**config.mk**
```make
export PLATFORM = sky130hd
export DESIGN_NAME = sensor_fault_status
export DESIGN_NICKNAME = d
export VERILOG_FILES = /design/src/design/sensor_fault_pkg.sv /design/src/design/swire_if.sv /design/src/design/sensor_fault_status.sv /design/src/design/sync_rate_checker.sv /design/src/design/stop_bit_checker.sv
export VERILOG_INCLUDE_DIRS = /design/src /design/src/design
export SDC_FILE = /design/constraint.sdc
export NUM_CORES = 1
export LEC_CHECK = 0
export ABC_AREA = 1
export BUFFER_PORTS_ARGS = -buffer_cell sky130_fd_sc_hd__buf_2
export CAP_MARGIN = 0
export CORE_UTILIZATION = 25
export CTS_BUF_LIST = sky130_fd_sc_hd__clkbuf_16
export DETAILED_ROUTE_END_ITERATION = 10
export GPL_TIMING_DRIVEN = 0
export PLACE_DENSITY = 0.37
export SLEW_MARGIN = 20
export SYNTH_ARGS = -nofsm -noshare
export SYNTH_HDL_FRONTEND = slang
export SYNTH_SLANG_ARGS = --single-unit
```
**constraint.sdc**
```tcl
create_clock -name clock -period 11.13 [get_ports clock]
set_input_delay 3.339 -clock clock [delete_from_list [all_inputs] [get_ports clock]]
set_output_delay 3.339 -clock clock [all_outputs]
set_load 0.01 [all_outputs]
```
**src/design/sensor_fault_defines.svh**
```systemverilog
`ifndef SENSOR_FAULT_DEFINES_SVH
`define SENSOR_FAULT_DEFINES_SVH

// Clock and link timing
`define CLOCK_HZ           250000000
`define SYNC_SLOW_BPS      320
`define SYNC_FAST_BPS      9600
`define SYNC_TOL_PCT       25
`define STOP_MIN_NS        104000
// Longest legal sync bit period, rounded down
`define SYNC_SLOW_CYCLES   (`CLOCK_HZ / `SYNC_SLOW_BPS)
// Shortest legal sync bit period, rounded up
`define SYNC_FAST_CYCLES   ((`CLOCK_HZ + `SYNC_FAST_BPS - 1) / `SYNC_FAST_BPS)
// Least stop bit duration, rounded up
`define STOP_MIN_CYCLES    ((`STOP_MIN_NS * (`CLOCK_HZ / 1000000) + 999) / 1000)

// Register byte offsets
`define REG_IFACE_ERR      8'h00
`define REG_SWIRE_ERR      8'h04
`define REG_SUPPLY_MON     8'h08
`define REG_FRONT_DIAG     8'h0C
`define REG_DIAG_EN        8'h10

// Field widths
`define IFACE_W            3
`define SWIRE_W            10
`define SUPPLY_W           6
`define FRONT_W            8
`define DIAG_EN_W          9

// Access error fields
`define IFACE_I2C_BIT      0
`define IFACE_SWIRE_BIT    1
`define IFACE_TRACE_BIT    2

// Single-wire error fields
`define SW_SYNC_SLOW_BIT   0
`define SW_SYNC_FAST_BIT   1
`define SW_SYNC_SHORT_BIT  2
`define SW_CMD_BAD_BIT     3
`define SW_CMD_SHORT_BIT   4
`define SW_DATA_BAD_BIT    5
`define SW_DATA_SHORT_BIT  6
`define SW_DATA_OVER_BIT   7
`define SW_SYNC_TOL_BIT    8
`define SW_INVALID_BIT     9

// Supply monitor fields: bridge, reference, core supply (high, low)
`define SUP_BRIDGE_HI_BIT  0
`define SUP_BRIDGE_LO_BIT  1
`define SUP_REF_HI_BIT     2
`define SUP_REF_LO_BIT     3
`define SUP_CORE_HI_BIT    4
`define SUP_CORE_LO_BIT    5

// Front-end fields: pressure input, temperature input, pressure amp, temperature amp
`define FE_GLOBAL_BIT      8

// Reset values
`define DIAG_EN_RESET      9'h000

`endif

```
**src/design/sensor_fault_pkg.sv**
```systemverilog
package sensor_fault_pkg;

	// Frame phase reported by the single-wire receiver
	typedef enum logic [2:0] {
		PH_IDLE,
		PH_SYNC,
		PH_SYNC_STOP,
		PH_CMD,
		PH_CMD_STOP,
		PH_DATA,
		PH_DATA_STOP
	} swire_phase_e;

	// Sync field measurement
	typedef enum logic {
		SYNC_WAIT,
		SYNC_MEASURE
	} sync_state_e;

endpackage // sensor_fault_pkg

```
**src/design/swire_if.sv**
```systemverilog
interface swire_if;
	logic                           lineLevel;
	sensor_fault_pkg::swire_phase_e phase;
	logic                           deviceTx;

	modport source (output lineLevel, output phase, output deviceTx);
	modport monitor (input lineLevel, input phase, input deviceTx);
endinterface // swire_if

```
**src/design/sensor_fault_status.sv**
```systemverilog
// The register offsets and register access over Wishbone were left to the implementer.
`include "sensor_fault_defines.svh"

// Operation
// - Error response on an I2C-port access sets the I2C access error flag.
// - Error response on a single-wire-port access sets the single-wire access flag.
// - Error response on a trace queue access sets the trace queue flag.
// - Sync field slower than 320 bits per second raises the slow-sync flag.
// - Sync field faster than 9600 bits per second raises the fast-sync flag.
// - Sync stop bit shorter than the minimum raises a flag.
// - Command stop bit at the wrong level raises a flag.
// - Command stop bit shorter than the minimum raises a flag.
// - Host data stop bit at the wrong level raises a flag.
// - Host data stop bit shorter than the minimum raises a flag.
// - Host pulling the line low during our data stop bit sets override.
// - Consecutive sync bit periods differing over 25 percent raise a tolerance flag.
// - A received command that is not supported sets the invalid command flag.
// - Bridge supply high above 1.15, low below 0.85 of nominal.
// - Reference high above 1.1, low at 0.9 of nominal.
// - Core supply high above 1.15, low below 0.9 of nominal.
// - Pressure input high and low flags cover either input pin.
// - Temperature input high and low flags cover either input pin.
// - Pressure amplifier output has its own high and low flags.
// - Temperature amplifier output has its own high and low flags.
// - Front-end flags set only while their own stored enable or the global enable is set.
// - One global enable turns on every front-end check at once.
module sensor_fault_status #(
	parameter int SYNC_SLOW_CYCLES = `SYNC_SLOW_CYCLES,
	parameter int SYNC_FAST_CYCLES = `SYNC_FAST_CYCLES,
	parameter int STOP_MIN_CYCLES  = `STOP_MIN_CYCLES
) (
	// Clock and reset
	input  wire logic                           clock,
	input  wire logic                           rst_n,
	// Wishbone slave
	input  wire logic                           wb_cyc_i,
	input  wire logic                           wb_stb_i,
	input  wire logic                           wb_we_i,
	input  wire logic [7:0]                     wb_adr_i,
	input  wire logic [3:0]                     wb_sel_i,
	input  wire logic [31:0]                    wb_dat_i,
	output logic      [31:0]                    wb_dat_o,
	output logic                                wb_ack_o,
	// Internal access error responses
	input  wire logic                           i2cErrResp,
	input  wire logic                           swireErrResp,
	input  wire logic                           traceErrResp,
	// Single-wire receiver view
	input  wire logic                           swireLine,
	input  wire sensor_fault_pkg::swire_phase_e swirePhase,
	input  wire logic                           swireDeviceTx,
	input  wire logic                           swireCmdDone,
	input  wire logic                           swireCmdValid,
	// Supply comparators
	input  wire logic                           bridgeSupplyHigh,
	input  wire logic                           bridgeSupplyLow,
	input  wire logic                           referenceHigh,
	input  wire logic                           referenceLow,
	input  wire logic                           coreSupplyHigh,
	input  wire logic                           coreSupplyLow,
	// Front-end comparators, one per pin
	input  wire logic                           pressureInputPosHigh,
	input  wire logic                           pressureInputNegHigh,
	input  wire logic                           pressureInputPosLow,
	input  wire logic                           pressureInputNegLow,
	input  wire logic                           temperatureInputPosHigh,
	input  wire logic                           temperatureInputNegHigh,
	input  wire logic                           temperatureInputPosLow,
	input  wire logic                           temperatureInputNegLow,
	input  wire logic                           pressureAmpOutHigh,
	input  wire logic                           pressureAmpOutLow,
	input  wire logic                           temperatureAmpOutHigh,
	input  wire logic                           temperatureAmpOutLow,
	// Summary
	output logic                                anyFault
);
	localparam sensor_fault_pkg::swire_phase_e STOP_PHASES [3] = '{
		sensor_fault_pkg::PH_SYNC_STOP,
		sensor_fault_pkg::PH_CMD_STOP,
		sensor_fault_pkg::PH_DATA_STOP
	};

	// Expand byte enables into a bit mask
	function automatic logic [31:0] byteMask(input logic [3:0] sel);
		byteMask = {{8{sel[3]}}, {8{sel[2]}}, {8{sel[1]}}, {8{sel[0]}}};
	endfunction

	swire_if link ();

	logic [`IFACE_W-1:0]   ifaceErr_reg, ifaceErr_next, ifaceSet;
	logic [`SWIRE_W-1:0]   swireErr_reg, swireErr_next, swireSet;
	logic [`SUPPLY_W-1:0]  supplyMonitorFlags_reg, supplyMonitorFlags_next, supplySet;
	logic [`FRONT_W-1:0]   frontEndDiagFlags_reg, frontEndDiagFlags_next, frontSet;
	logic [`FRONT_W-1:0]   frontCmp, frontEnable;
	logic [`DIAG_EN_W-1:0] diagEnable_reg, diagEnable_next;
	logic [31:0]           datNext, wrMask, readWord;
	logic                  ackNext, busHit, wrNow, anyNext;
	logic                  slowErr, fastErr, tolErr;
	logic [2:0]            stopBad, stopShort, stopOver;

	// Receiver signals gathered for the checkers
	assign link.lineLevel = swireLine;
	assign link.phase     = swirePhase;
	assign link.deviceTx  = swireDeviceTx;

	sync_rate_checker #(
		.SLOW_CYCLES (SYNC_SLOW_CYCLES),
		.FAST_CYCLES (SYNC_FAST_CYCLES),
		.CNT_W       (20)
	) syncCheck (
		.clock   (clock),
		.rst_n   (rst_n),
		.link    (link.monitor),
		.slowErr (slowErr),
		.fastErr (fastErr),
		.tolErr  (tolErr)
	);

	// One stop checker per stop bit kind: sync, command, data
	for (genvar i = 0; i < 3; i++) begin : gStop
		stop_bit_checker #(
			.STOP_PHASE (STOP_PHASES[i]),
			.MIN_CYCLES (STOP_MIN_CYCLES),
			.CNT_W      (20)
		) stopCheck (
			.clock      (clock),
			.rst_n      (rst_n),
			.link       (link.monitor),
			.badLevel   (stopBad[i]),
			.shortStop  (stopShort[i]),
			.overdriven (stopOver[i])
		);
	end

	// Events that set flags this cycle
	always_comb begin
		ifaceSet = '0;
		ifaceSet[`IFACE_I2C_BIT]   = i2cErrResp;
		ifaceSet[`IFACE_SWIRE_BIT] = swireErrResp;
		ifaceSet[`IFACE_TRACE_BIT] = traceErrResp;
		swireSet = '0;
		swireSet[`SW_SYNC_SLOW_BIT]  = slowErr;
		swireSet[`SW_SYNC_FAST_BIT]  = fastErr;
		swireSet[`SW_SYNC_SHORT_BIT] = stopShort[0];
		swireSet[`SW_CMD_BAD_BIT]    = stopBad[1];
		swireSet[`SW_CMD_SHORT_BIT]  = stopShort[1];
		swireSet[`SW_DATA_BAD_BIT]   = stopBad[2];
		swireSet[`SW_DATA_SHORT_BIT] = stopShort[2];
		swireSet[`SW_DATA_OVER_BIT]  = stopOver[2];
		swireSet[`SW_SYNC_TOL_BIT]   = tolErr;
		swireSet[`SW_INVALID_BIT]    = swireCmdDone && !swireCmdValid;
		// Thresholds live in the analog comparators; here only their outputs are latched
		supplySet = '0;
		supplySet[`SUP_BRIDGE_HI_BIT] = bridgeSupplyHigh;
		supplySet[`SUP_BRIDGE_LO_BIT] = bridgeSupplyLow;
		supplySet[`SUP_REF_HI_BIT]    = referenceHigh;
		supplySet[`SUP_REF_LO_BIT]    = referenceLow;
		supplySet[`SUP_CORE_HI_BIT]   = coreSupplyHigh;
		supplySet[`SUP_CORE_LO_BIT]   = coreSupplyLow;
		frontCmp = {
			temperatureAmpOutLow, temperatureAmpOutHigh,
			pressureAmpOutLow, pressureAmpOutHigh,
			temperatureInputPosLow || temperatureInputNegLow,
			temperatureInputPosHigh || temperatureInputNegHigh,
			pressureInputPosLow || pressureInputNegLow,
			pressureInputPosHigh || pressureInputNegHigh
		};
		frontEnable = diagEnable_reg[`FRONT_W-1:0] |
			{`FRONT_W{diagEnable_reg[`FE_GLOBAL_BIT]}};
		frontSet = frontCmp & frontEnable;
	end

	// Bus decode; ack follows the request by one cycle and writes commit on the ack edge
	always_comb begin
		busHit  = wb_cyc_i && wb_stb_i;
		ackNext = busHit && !wb_ack_o;
		wrNow   = busHit && wb_we_i && wb_ack_o;
		wrMask  = byteMask(wb_sel_i) & {32{wrNow}};
		case (wb_adr_i)
			`REG_IFACE_ERR:  readWord = {{(32-`IFACE_W){1'b0}}, ifaceErr_reg};
			`REG_SWIRE_ERR:  readWord = {{(32-`SWIRE_W){1'b0}}, swireErr_reg};
			`REG_SUPPLY_MON: readWord = {{(32-`SUPPLY_W){1'b0}}, supplyMonitorFlags_reg};
			`REG_FRONT_DIAG: readWord = {{(32-`FRONT_W){1'b0}}, frontEndDiagFlags_reg};
			`REG_DIAG_EN:    readWord = {{(32-`DIAG_EN_W){1'b0}}, diagEnable_reg};
			default:         readWord = 32'h0000_0000; // Unmapped reads as zero
		endcase
		datNext = (ackNext && !wb_we_i) ? readWord : 32'h0000_0000;
	end

	// Sticky flags: any write clears every flag in its enabled bytes, whatever the data; a set in the same cycle wins
	always_comb begin
		ifaceErr_next = ifaceErr_reg | ifaceSet;
		swireErr_next = swireErr_reg | swireSet;
		supplyMonitorFlags_next = supplyMonitorFlags_reg | supplySet;
		frontEndDiagFlags_next  = frontEndDiagFlags_reg | frontSet;
		diagEnable_next = diagEnable_reg;
		case (wb_adr_i)
			`REG_IFACE_ERR: begin
				ifaceErr_next = (ifaceErr_reg & ~wrMask[`IFACE_W-1:0]) | ifaceSet;
			end
			`REG_SWIRE_ERR: begin
				swireErr_next = (swireErr_reg & ~wrMask[`SWIRE_W-1:0]) | swireSet;
			end
			`REG_SUPPLY_MON: begin
				supplyMonitorFlags_next =
					(supplyMonitorFlags_reg & ~wrMask[`SUPPLY_W-1:0]) | supplySet;
			end
			`REG_FRONT_DIAG: begin
				frontEndDiagFlags_next =
					(frontEndDiagFlags_reg & ~wrMask[`FRONT_W-1:0]) | frontSet;
			end
			`REG_DIAG_EN: begin
				diagEnable_next = (diagEnable_reg & ~wrMask[`DIAG_EN_W-1:0]) |
					(wb_dat_i[`DIAG_EN_W-1:0] & wrMask[`DIAG_EN_W-1:0]);
			end
			default: begin
			end
		endcase
		anyNext = (|ifaceErr_reg) || (|swireErr_reg) || (|supplyMonitorFlags_reg) ||
			(|frontEndDiagFlags_reg);
	end

	// Register file and bus outputs
	always_ff @(posedge clock or negedge rst_n) begin
		if (!rst_n) begin
			ifaceErr_reg           <= '0;
			swireErr_reg           <= '0;
			supplyMonitorFlags_reg <= '0;
			frontEndDiagFlags_reg  <= '0;
			diagEnable_reg         <= `DIAG_EN_RESET;
			wb_ack_o               <= 1'b0;
			wb_dat_o               <= 32'h0000_0000;
			anyFault               <= 1'b0;
		end else begin
			ifaceErr_reg           <= ifaceErr_next;
			swireErr_reg           <= swireErr_next;
			supplyMonitorFlags_reg <= supplyMonitorFlags_next;
			frontEndDiagFlags_reg  <= frontEndDiagFlags_next;
			diagEnable_reg         <= diagEnable_next;
			wb_ack_o               <= ackNext;
			wb_dat_o               <= datNext;
			anyFault               <= anyNext;
		end
	end

	a_i2c_err_flag: assert property (@(posedge clock) disable iff (!rst_n)
		i2cErrResp |=> ifaceErr_reg[`IFACE_I2C_BIT]) else $error("i2c error not flagged");
	a_swire_err_flag: assert property (@(posedge clock) disable iff (!rst_n)
		swireErrResp |=> ifaceErr_reg[`IFACE_SWIRE_BIT])
		else $error("single-wire access error not flagged");
	a_trace_err_flag: assert property (@(posedge clock) disable iff (!rst_n)
		traceErrResp |=> ifaceErr_reg[`IFACE_TRACE_BIT]) else $error("trace error not flagged");
	a_slow_to_flag: assert property (@(posedge clock) disable iff (!rst_n)
		$rose(slowErr) |-> ##1 swireErr_reg[`SW_SYNC_SLOW_BIT])
		else $error("slow sync not flagged");
	a_fast_to_flag: assert property (@(posedge clock) disable iff (!rst_n)
		fastErr |=> swireErr_reg[`SW_SYNC_FAST_BIT]) else $error("fast sync not flagged");
	a_override_flag: assert property (@(posedge clock) disable iff (!rst_n)
		(swirePhase == sensor_fault_pkg::PH_DATA_STOP && swireDeviceTx && !swireLine)
		|-> ##[1:2] swireErr_reg[`SW_DATA_OVER_BIT]) else $error("overdrive not flagged");
	a_invalid_cmd: assert property (@(posedge clock) disable iff (!rst_n)
		(swireCmdDone && !swireCmdValid) |=> swireErr_reg[`SW_INVALID_BIT])
		else $error("invalid command not flagged");
	a_bridge_low: assert property (@(posedge clock) disable iff (!rst_n)
		bridgeSupplyLow |=> supplyMonitorFlags_reg[`SUP_BRIDGE_LO_BIT])
		else $error("bridge low not latched");
	a_pin_either: assert property (@(posedge clock) disable iff (!rst_n)
		(pressureInputNegHigh && frontEnable[0]) |=> frontEndDiagFlags_reg[0])
		else $error("negative pin overvoltage missed");
	a_diag_gated: assert property (@(posedge clock) disable iff (!rst_n)
		(frontEnable[2] == 1'b0) |=> !$rose(frontEndDiagFlags_reg[2]))
		else $error("disabled diagnostic updated");
	a_global_enable: assert property (@(posedge clock) disable iff (!rst_n)
		(diagEnable_reg[`FE_GLOBAL_BIT] && temperatureAmpOutLow) |=>
		frontEndDiagFlags_reg[7]) else $error("global enable ignored");
	a_flag_sticky: assert property (@(posedge clock) disable iff (!rst_n)
		(swireErr_reg[`SW_SYNC_TOL_BIT] && !(wrNow && wb_adr_i == `REG_SWIRE_ERR))
		|=> swireErr_reg[`SW_SYNC_TOL_BIT]) else $error("flag dropped without clear");
	a_ack_one_cycle: assert property (@(posedge clock) disable iff (!rst_n)
		wb_ack_o |=> !wb_ack_o) else $error("ack held two cycles");
endmodule // sensor_fault_status

```
**src/design/sync_rate_checker.sv**
```systemverilog
`include "sensor_fault_defines.svh"

module sync_rate_checker #(
	parameter int SLOW_CYCLES = `SYNC_SLOW_CYCLES,
	parameter int FAST_CYCLES = `SYNC_FAST_CYCLES,
	parameter int CNT_W       = 20
) (
	// Clock and reset
	input  wire logic  clock,
	input  wire logic  rst_n,
	// Link view
	swire_if.monitor   link,
	// Error pulses
	output logic       slowErr,
	output logic       fastErr,
	output logic       tolErr
);
	localparam logic [CNT_W-1:0] SLOW_LIM = CNT_W'(SLOW_CYCLES);
	localparam logic [CNT_W-1:0] FAST_LIM = CNT_W'(FAST_CYCLES);
	localparam logic [31:0]      TOL      = 32'(`SYNC_TOL_PCT);

	sensor_fault_pkg::sync_state_e state_reg, state_next;
	logic [CNT_W-1:0] count_reg, count_next, prev_reg, prev_next;
	logic             havePrev_reg, havePrev_next, lastLine_reg, lastLine_next;
	logic             slow_next, fast_next, tol_next;
	logic             lineEdge, inSync;
	logic [CNT_W-1:0] period, diff;

	// Each level change after the one that starts measuring closes one bit period; a silent line times out as too slow
	always_comb begin
		state_next    = state_reg;
		count_next    = count_reg;
		prev_next     = prev_reg;
		havePrev_next = havePrev_reg;
		lastLine_next = link.lineLevel;
		slow_next     = 1'b0;
		fast_next     = 1'b0;
		tol_next      = 1'b0;
		lineEdge      = link.lineLevel != lastLine_reg;
		inSync        = link.phase == sensor_fault_pkg::PH_SYNC;
		period        = count_reg + CNT_W'(1);
		diff          = (period > prev_reg) ? period - prev_reg : prev_reg - period;
		unique case (state_reg)
			sensor_fault_pkg::SYNC_WAIT: begin
				if (inSync && lineEdge) begin
					state_next    = sensor_fault_pkg::SYNC_MEASURE;
					count_next    = '0;
					havePrev_next = 1'b0;
				end
			end
			sensor_fault_pkg::SYNC_MEASURE: begin
				if (!inSync) begin
					state_next = sensor_fault_pkg::SYNC_WAIT;
				end else if (lineEdge) begin
					fast_next = period < FAST_LIM;
					// Widened to 32 bits so the percent products cannot wrap
					tol_next = havePrev_reg && (({12'h000, diff} * 32'd100) >
						({12'h000, prev_reg} * TOL));
					prev_next     = period;
					havePrev_next = 1'b1;
					count_next    = '0;
				end else begin
					// One sample past the longest legal period is already too slow
					slow_next = count_reg == SLOW_LIM - CNT_W'(1);
					if (count_reg <= SLOW_LIM) begin
						count_next = count_reg + CNT_W'(1);
					end
				end
			end
		endcase
	end

	// Measurement state
	always_ff @(posedge clock or negedge rst_n) begin
		if (!rst_n) begin
			state_reg    <= sensor_fault_pkg::SYNC_WAIT;
			count_reg    <= '0;
			prev_reg     <= '0;
			havePrev_reg <= 1'b0;
			lastLine_reg <= 1'b1;
			slowErr      <= 1'b0;
			fastErr      <= 1'b0;
			tolErr       <= 1'b0;
		end else begin
			state_reg    <= state_next;
			count_reg    <= count_next;
			prev_reg     <= prev_next;
			havePrev_reg <= havePrev_next;
			lastLine_reg <= lastLine_next;
			slowErr      <= slow_next;
			fastErr      <= fast_next;
			tolErr       <= tol_next;
		end
	end

	a_slow_single_pulse: assert property (@(posedge clock) disable iff (!rst_n)
		slowErr |=> !slowErr [*2]) else $error("slow sync flagged twice in a row");
endmodule // sync_rate_checker

```
**src/design/stop_bit_checker.sv**
```systemverilog
module stop_bit_checker #(
	parameter sensor_fault_pkg::swire_phase_e STOP_PHASE = sensor_fault_pkg::PH_SYNC_STOP,
	parameter int                             MIN_CYCLES = 26000,
	parameter int                             CNT_W      = 20
) (
	// Clock and reset
	input  wire logic  clock,
	input  wire logic  rst_n,
	// Link view
	swire_if.monitor   link,
	// Error pulses
	output logic       badLevel,
	output logic       shortStop,
	output logic       overdriven
);
	localparam logic [CNT_W-1:0] MIN_LIM = CNT_W'(MIN_CYCLES);

	logic             active, active_reg, badSeen_reg, badSeen_next, ovSeen_reg, ovSeen_next;
	logic             txSeen_reg, txSeen_next, bad_next, short_next, over_next;
	logic [CNT_W-1:0] count_reg, count_next;

	// Stop bit must stay recessive (high); counting stops at the limit
	always_comb begin
		active       = link.phase == STOP_PHASE;
		count_next   = count_reg;
		badSeen_next = badSeen_reg;
		ovSeen_next  = ovSeen_reg;
		txSeen_next  = txSeen_reg;
		bad_next     = 1'b0;
		short_next   = 1'b0;
		over_next    = 1'b0;
		if (active) begin
			if (!active_reg) begin
				count_next   = '0;
				badSeen_next = 1'b0;
				ovSeen_next  = 1'b0;
				txSeen_next  = 1'b0;
			end
			if (link.deviceTx) begin
				txSeen_next = 1'b1;
			end
			if (link.lineLevel && count_next < MIN_LIM) begin
				count_next = count_next + CNT_W'(1);
			end
			// Low while the host sends is a bad level; low while we send is overdrive
			if (!link.lineLevel && !link.deviceTx && !badSeen_next) begin
				bad_next     = 1'b1;
				badSeen_next = 1'b1;
			end
			if (!link.lineLevel && link.deviceTx && !ovSeen_next) begin
				over_next   = 1'b1;
				ovSeen_next = 1'b1;
			end
		end else if (active_reg) begin
			short_next = !txSeen_reg && count_reg < MIN_LIM;
		end
	end

	// Stop bit state
	always_ff @(posedge clock or negedge rst_n) begin
		if (!rst_n) begin
			active_reg  <= 1'b0;
			count_reg   <= '0;
			badSeen_reg <= 1'b0;
			ovSeen_reg  <= 1'b0;
			txSeen_reg  <= 1'b0;
			badLevel    <= 1'b0;
			shortStop   <= 1'b0;
			overdriven  <= 1'b0;
		end else begin
			active_reg  <= active;
			count_reg   <= count_next;
			badSeen_reg <= badSeen_next;
			ovSeen_reg  <= ovSeen_next;
			txSeen_reg  <= txSeen_next;
			badLevel    <= bad_next;
			shortStop   <= short_next;
			overdriven  <= over_next;
		end
	end

	a_full_stop_ok: assert property (@(posedge clock) disable iff (!rst_n)
		(active_reg && !active && count_reg == MIN_LIM) |=> !shortStop)
		else $error("full length stop bit reported short");
endmodule // stop_bit_checker

```
======== After elaboration in Yosys (flattened, before gate mapping) ========
Cells that the tools add are included.
cells by class
  reductions and logical operators ........ 48
  multipliers ............................. 2
  bitwise gates (word level) .............. 24
  order comparisons ....................... 10
  div/mod/pow operators ................... 0
  $add $sub $neg .......................... 6
  equality and inequality tests ........... 17
  mux-type cells .......................... 64
  shifts and indexed selects .............. 0
operators with widths
  kind                                                                             count
  20-bit two-way mux                                                               14
  20-bit by 15-bit less-than comparator with 1-bit output (second input constant)  7
  20-bit by 1-bit adder with 20-bit output (second input constant)                 4
  20-bit by 5-bit multiplier with 25-bit output (second input constant)            2
  10-bit case mux with 5 select lines                                              1
  1-bit two-way mux                                                                41
  20-bit case mux with 2 select lines                                              1
  20-bit subtractor                                                                2
  32-bit two-way mux                                                               1
  27-bit by 25-bit > comparator with 1-bit output                                  1
  8-bit bitwise OR                                                                 3
  10-bit bitwise AND                                                               2
  20-bit equality test (second input constant)                                     1
  20-bit > comparator                                                              1
  20-bit <= comparator (second input constant)                                     1
  10-bit bitwise OR                                                                2
  1-bit logical AND                                                                19
  9-bit bitwise AND                                                                2
  8-bit bitwise AND                                                                2
  8-bit by 4-bit equality test with 1-bit output (second input constant)           2
  6-bit bitwise OR                                                                 2
  1-bit logical NOT                                                                11
  10-bit two-way mux                                                               1
  2-bit inequality test (second input constant)                                    5
  other kinds (30)                                                                 43
word-level totals
  memory bits (writable) .................. 0
  output and inout bits ................... 34
  register bits ........................... 191
  bits in latches ......................... 0
  memories kept ........................... 0
  memory bits (read-only) ................. 0
  logic and storage cells ................. 205

======== Logic depth before layout (Yosys ltp) ========
  depth after elaboration ................. 9
  mapped depth ............................ 47
  gate-level depth less buffers ........... 46

======== By module ========
From an unflattened synthesis, not the netlist that was laid out.
unflattened totals
  cells, all modules ...................... 2332
  area, all modules ....................... 17011.3 um2
modules (own cells, without submodules)
  module                                 area each (um2)  cells each  sequential area each (um2)  times used
  sync_rate_checker                      9255.1           1256        1152.4                      1
  sensor_fault_status                    2458.6           286         1201.2                      1
  stop_bit_checker (gStop[0].stopCheck)  1778.0           265         675.6                       1
  stop_bit_checker (gStop[2].stopCheck)  1770.4           263         675.6                       1
  stop_bit_checker (gStop[1].stopCheck)  1749.2           262         675.6                       1

======== Least setup slack after synthesis ========
No wires, ideal clock.
  kind .................................... reg2reg
  start ................................... register syncCheck.count_reg[0]
  end ..................................... register syncCheck.tolErr
  data required time ...................... 11.006 ns
  setup time .............................. 0.124 ns
  arrival ................................. 7.057 ns
  slack ................................... 3.948 ns
  cell stages (with the launch flop) ...... 45
  buffers on the path ..................... 2
  clock period less this slack ............ 7.182 ns
  path through ............................ dfrtp_1 ha_1 nand4_2 nor2_4 nand2_2 nor2_4 nand2_2 nor2_4 nand2_4 nor2_4 xor2_4 inv_2 ha_1 nand2_1 nor2_2 inv_1 nor2_2 nand4_2 [... 9 more ...] ha_1 a21oi_1 nand2_1 a21boi_1 o21ai_0 a21oi_1 o21ai_1 a21boi_0 o21ai_1 xor2_1 ha_1 nand2_1 nor2_1 nand4_1 nor4_1 nand3_1 o211ai_1 a21oi_1
on the way
  word-level cells in the longest chain between the ends .. 9
RTL lines
  item                                                             RTL line                 source
  from (decl)                                                      sync_rate_checker.sv:23  logic [CNT_W-1:0] count_reg, count_next, prev_reg, prev_next;
  from (signal assigned)                                           sync_rate_checker.sv:86  count_reg <= count_next;
  20-bit by 1-bit adder with 20-bit output (*)                     sync_rate_checker.sv:41  period = count_reg + CNT_W'(1);
  net syncCheck.period[18]                                         sync_rate_checker.sv:27  logic [CNT_W-1:0] period, diff;
  20-bit subtractor / 20-bit > comparator (equally long branches)  sync_rate_checker.sv:42  diff = (period > prev_reg) ? period - prev_reg : prev_reg - period;
  20-bit two-way mux (*)                                           sync_rate_checker.sv:42
  20-bit by 5-bit multiplier with 25-bit output (*)                sync_rate_checker.sv:57  tol_next = havePrev_reg && (({12'h000, diff} * 32'd100) >
  27-bit by 25-bit > comparator with 1-bit output (*)              sync_rate_checker.sv:57
  1-bit logical AND (*)                                            sync_rate_checker.sv:57
  1-bit two-way mux (*)                                            sync_rate_checker.sv:54  end else if (lineEdge) begin
  1-bit two-way mux (*)                                            sync_rate_checker.sv:52  if (!inSync) begin
  1-bit two-way mux (*)                                            sync_rate_checker.sv:43  unique case (state_reg)
  net syncCheck.tol_next                                           sync_rate_checker.sv:25  logic slow_next, fast_next, tol_next;
  to (signal assigned)                                             sync_rate_checker.sv:92  tolErr <= tol_next;
  to (decl)                                                        sync_rate_checker.sv:16  output logic tolErr
The timed path passes the listed nets; every way through them passes the cells marked *.
A chain may end at the register's enable or synchronous reset.

======== Worst setup path after layout ========
Ends and elaborated chain as after synthesis.

==> flow_metrics.tcl <==
set metrics [dict create \
    grt_max_degree 78 \
    largest_register_ffs 60 \
    drt-initial-drc-count 651 \
    start_util 0.2530 \
    setup-tns-final_ns 0 \
    cp_max_fo 10 \
    place_hpwl_mm 36.85 \
    synth_area_leaders "dfrtp_1 28%, ha_1 17%, inv_1 9.1%, nand2_1 8.1%, xor2_1 4.8%" \
    drc 0 \
    h-tree-depth 4 \
    dr_total_vias 12502 \
    routed_via_density 4.484 \
    hp-class "register to register" \
    max_freq_ghz 0.1073 \
    synthCells 1897 \
    port_buffers 63 \
    area_growth_pct 13.39 \
    wire_per_inst_um 15.77 \
    dpl_worst_slack_ns 1.734 \
    finalHoldViolCount 0 \
    cts.repair.resized 0 \
    grt_pass1_vias 12615 \
    critPathCaptureType "register" \
    final_layout_size_suffix_gt1_frac 0.09280 \
    drtPass1Iterations 5 \
    fp.dieW_um 246.2 \
    cts.clk_slew.worst_paths_ns 0.06 \
    die_area_um2 60600 \
    ant_nets 0 \
    clock_sinks 169 \
    core_um2 58910 \
    clock_tree.root_cell "clkbuf_16" \
    fin_crit_ns 9.321 \
    cts_tree "yes" \
    synth.avg_cell_area_um2 7.857 \
    synth_cell_types 64 \
    yosys.area.top_type "dfrtp_1" \
    status "completed" \
    yosysWarnings 0 \
    globalplace.congestion 0.8931 \
    worstPathRequired_ns 11.43 \
    antenna_found_initial 0 \
    cts_max_path_buffers 2 \
    cp.arrival_ns 9.62 \
    max_stage_delay_ns 0.52 \
    num_io_pins 111 \
    startpoint_type "register" \
    skew_ns 0.01060 \
    finalCritPeriodShare 0.8374 \
    grt_usage 0.1484 \
    path_class "register to register" \
    setup_viol_count_final 0 \
    yosys.area.top_type_share 0.2820 \
    fin_ws_ns 1.809 \
    overflow 0 \
    relSlewSlack 0.1883 \
    grt_pass1_wl_mm 70.02 \
    drv_slew 0 \
    num_rows 89 \
    die_h_um 246.2 \
    hold_buffers 0 \
    cts_setup_buffers 0 \
    rsz0062_at_grt "false" \
    ys_ff_latch 169 \
    rrSetupSlack_ns 1.81 \
    tightest_slew_ns 1.213 \
    fin_nets 2307 \
    clk_latency_ns 0.44 \
    cap_violations 0 \
    n_antenna_cell 0 \
    numCtsBuffers 17 \
    ys_seq_area_frac 0.2838 \
    wl_mm 43.97 \
    slowest_stage "fa_1" \
    synth_area_um2 14910 \
    crit_top_cell "ha_1" \
]
-- metal layers --
metal,routed length (um),vias to the layer above,GRT usage
met5,0,-,0
met4,654,0,0.03507
met3,865,33,0.01525
met2,20480,151,0.2440
met1,21970,5972,0.2070
li1,-,6346,-
-- cell usage after synthesis (all sizes together) --
master and instances:
inv 371, nand2 332, ha 197, dfrtp 168, nor2 138, o21ai 119, a21oi 104, xor2 84
nand3 45, nand4 39, nor3 38, buf 34, fa 31, xnor2 28, o22ai 26, o21bai 21
nor4 15, a31oi 14, clkbuf 14, a211oi 10, mux2 9, o211ai 9, a221oi 8, a21o 7
a21boi 5, mux2i 5, nand3b 4, o21a 3, o311ai 3, a311oi 2, o31ai 2, or2 2
a31o 1, a41oi 1, and3 1, clkinv 1, conb 1, dfstp 1, nor3b 1, o2111ai 1
o211a 1, o2bb2ai 1
-- per-stage QoR --
stage,instance area [um^2],utilization,hold slack (ns),std cells
2_1_floorplan,14980,-,0.4174,1918
3_3_place_gp,16270,0.2761,0.4288,2754
3_5_place_dp,16330,0.2772,0.4267,2756
4_1_cts,16900,0.2869,0.4415,2788
5_1_grt,16900,0.2869,0.4515,2788
6_report,16900,0.2869,0.4401,2788
-- cells in the final DEF (no fill, tap or decap), drive strengths merged, types with 4 or more instances in the layout --
cell	n
dfrtp	168
a21o	7
nor3	38
mux2i	5
o21ai	119
nand2	332
nor4	15
xnor2	28
nor2	138
o22ai	26
mux2	9
nand4	39
a211oi	10
clkbuf	31
a221oi	8
nand3b	4
ha	197
fa	31
clkinv	8
xor2	84
a21oi	104
a31oi	14
o211ai	9
nand3	45
buf	99
inv	375
a21boi	5
o21bai	21
conb	22
-- path summary, 6_finish.rpt --
check / cells past startpoint / start / to
max in group asynchronous: 3 / rst_n / syncCheck.lastLine_reg
min in group asynchronous: 1 / rst_n / wb_dat_o[0]
worst max-delay path: 41 / syncCheck.count_reg[0] / syncCheck.tolErr
worst max register to register: 41 / syncCheck.count_reg[0] / syncCheck.tolErr
worst min register to register: 1 / gStop[2].stopCheck.overdriven / swireErr_reg[7]
worst min-delay path: 1 / gStop[2].stopCheck.overdriven / swireErr_reg[7]
-- kinds of logic after synthesis --
group           after synthesis  synth area share
other cells                   1         0.0002516
xor+xnor                    112           0.06808
flops                       169            0.2838
compound gates              338            0.1322
simple gates                615            0.1827
buf+inv                     420            0.1147
mux                          14           0.01125
fa+ha+maj                   228            0.2070
-- worst max-delay path, delay by kind of cell, from the launching register on --
kind / cells / cell delay (ns)
adder cells (fa/ha/maj): 6 / 2.15
flip-flops: 1 / 0.44
XOR/XNOR: 3 / 0.85
buffers and inverters: 6 / 0.63
AO/OA/AOI/OAI: 10 / 2.64
AND/OR/NAND/NOR: 16 / 2.42
-- final cells by class --
type | count | area [um^2]
repair buffers | 65 | 380.4
inverters | 372 | 1396
flip-flops and latches | 169 | 4230
fillers | 6445 | 42010
plain buffers | 48 | 314.1
well taps | 773 | 967.2
multi-input cells | 1329 | 9044
clock inverters | 15 | 143.9
clock buffers | 17 | 425.4
Power is not shown: default switching activity piles up to over one toggle a cycle in this logic, so the estimate is an artifact.
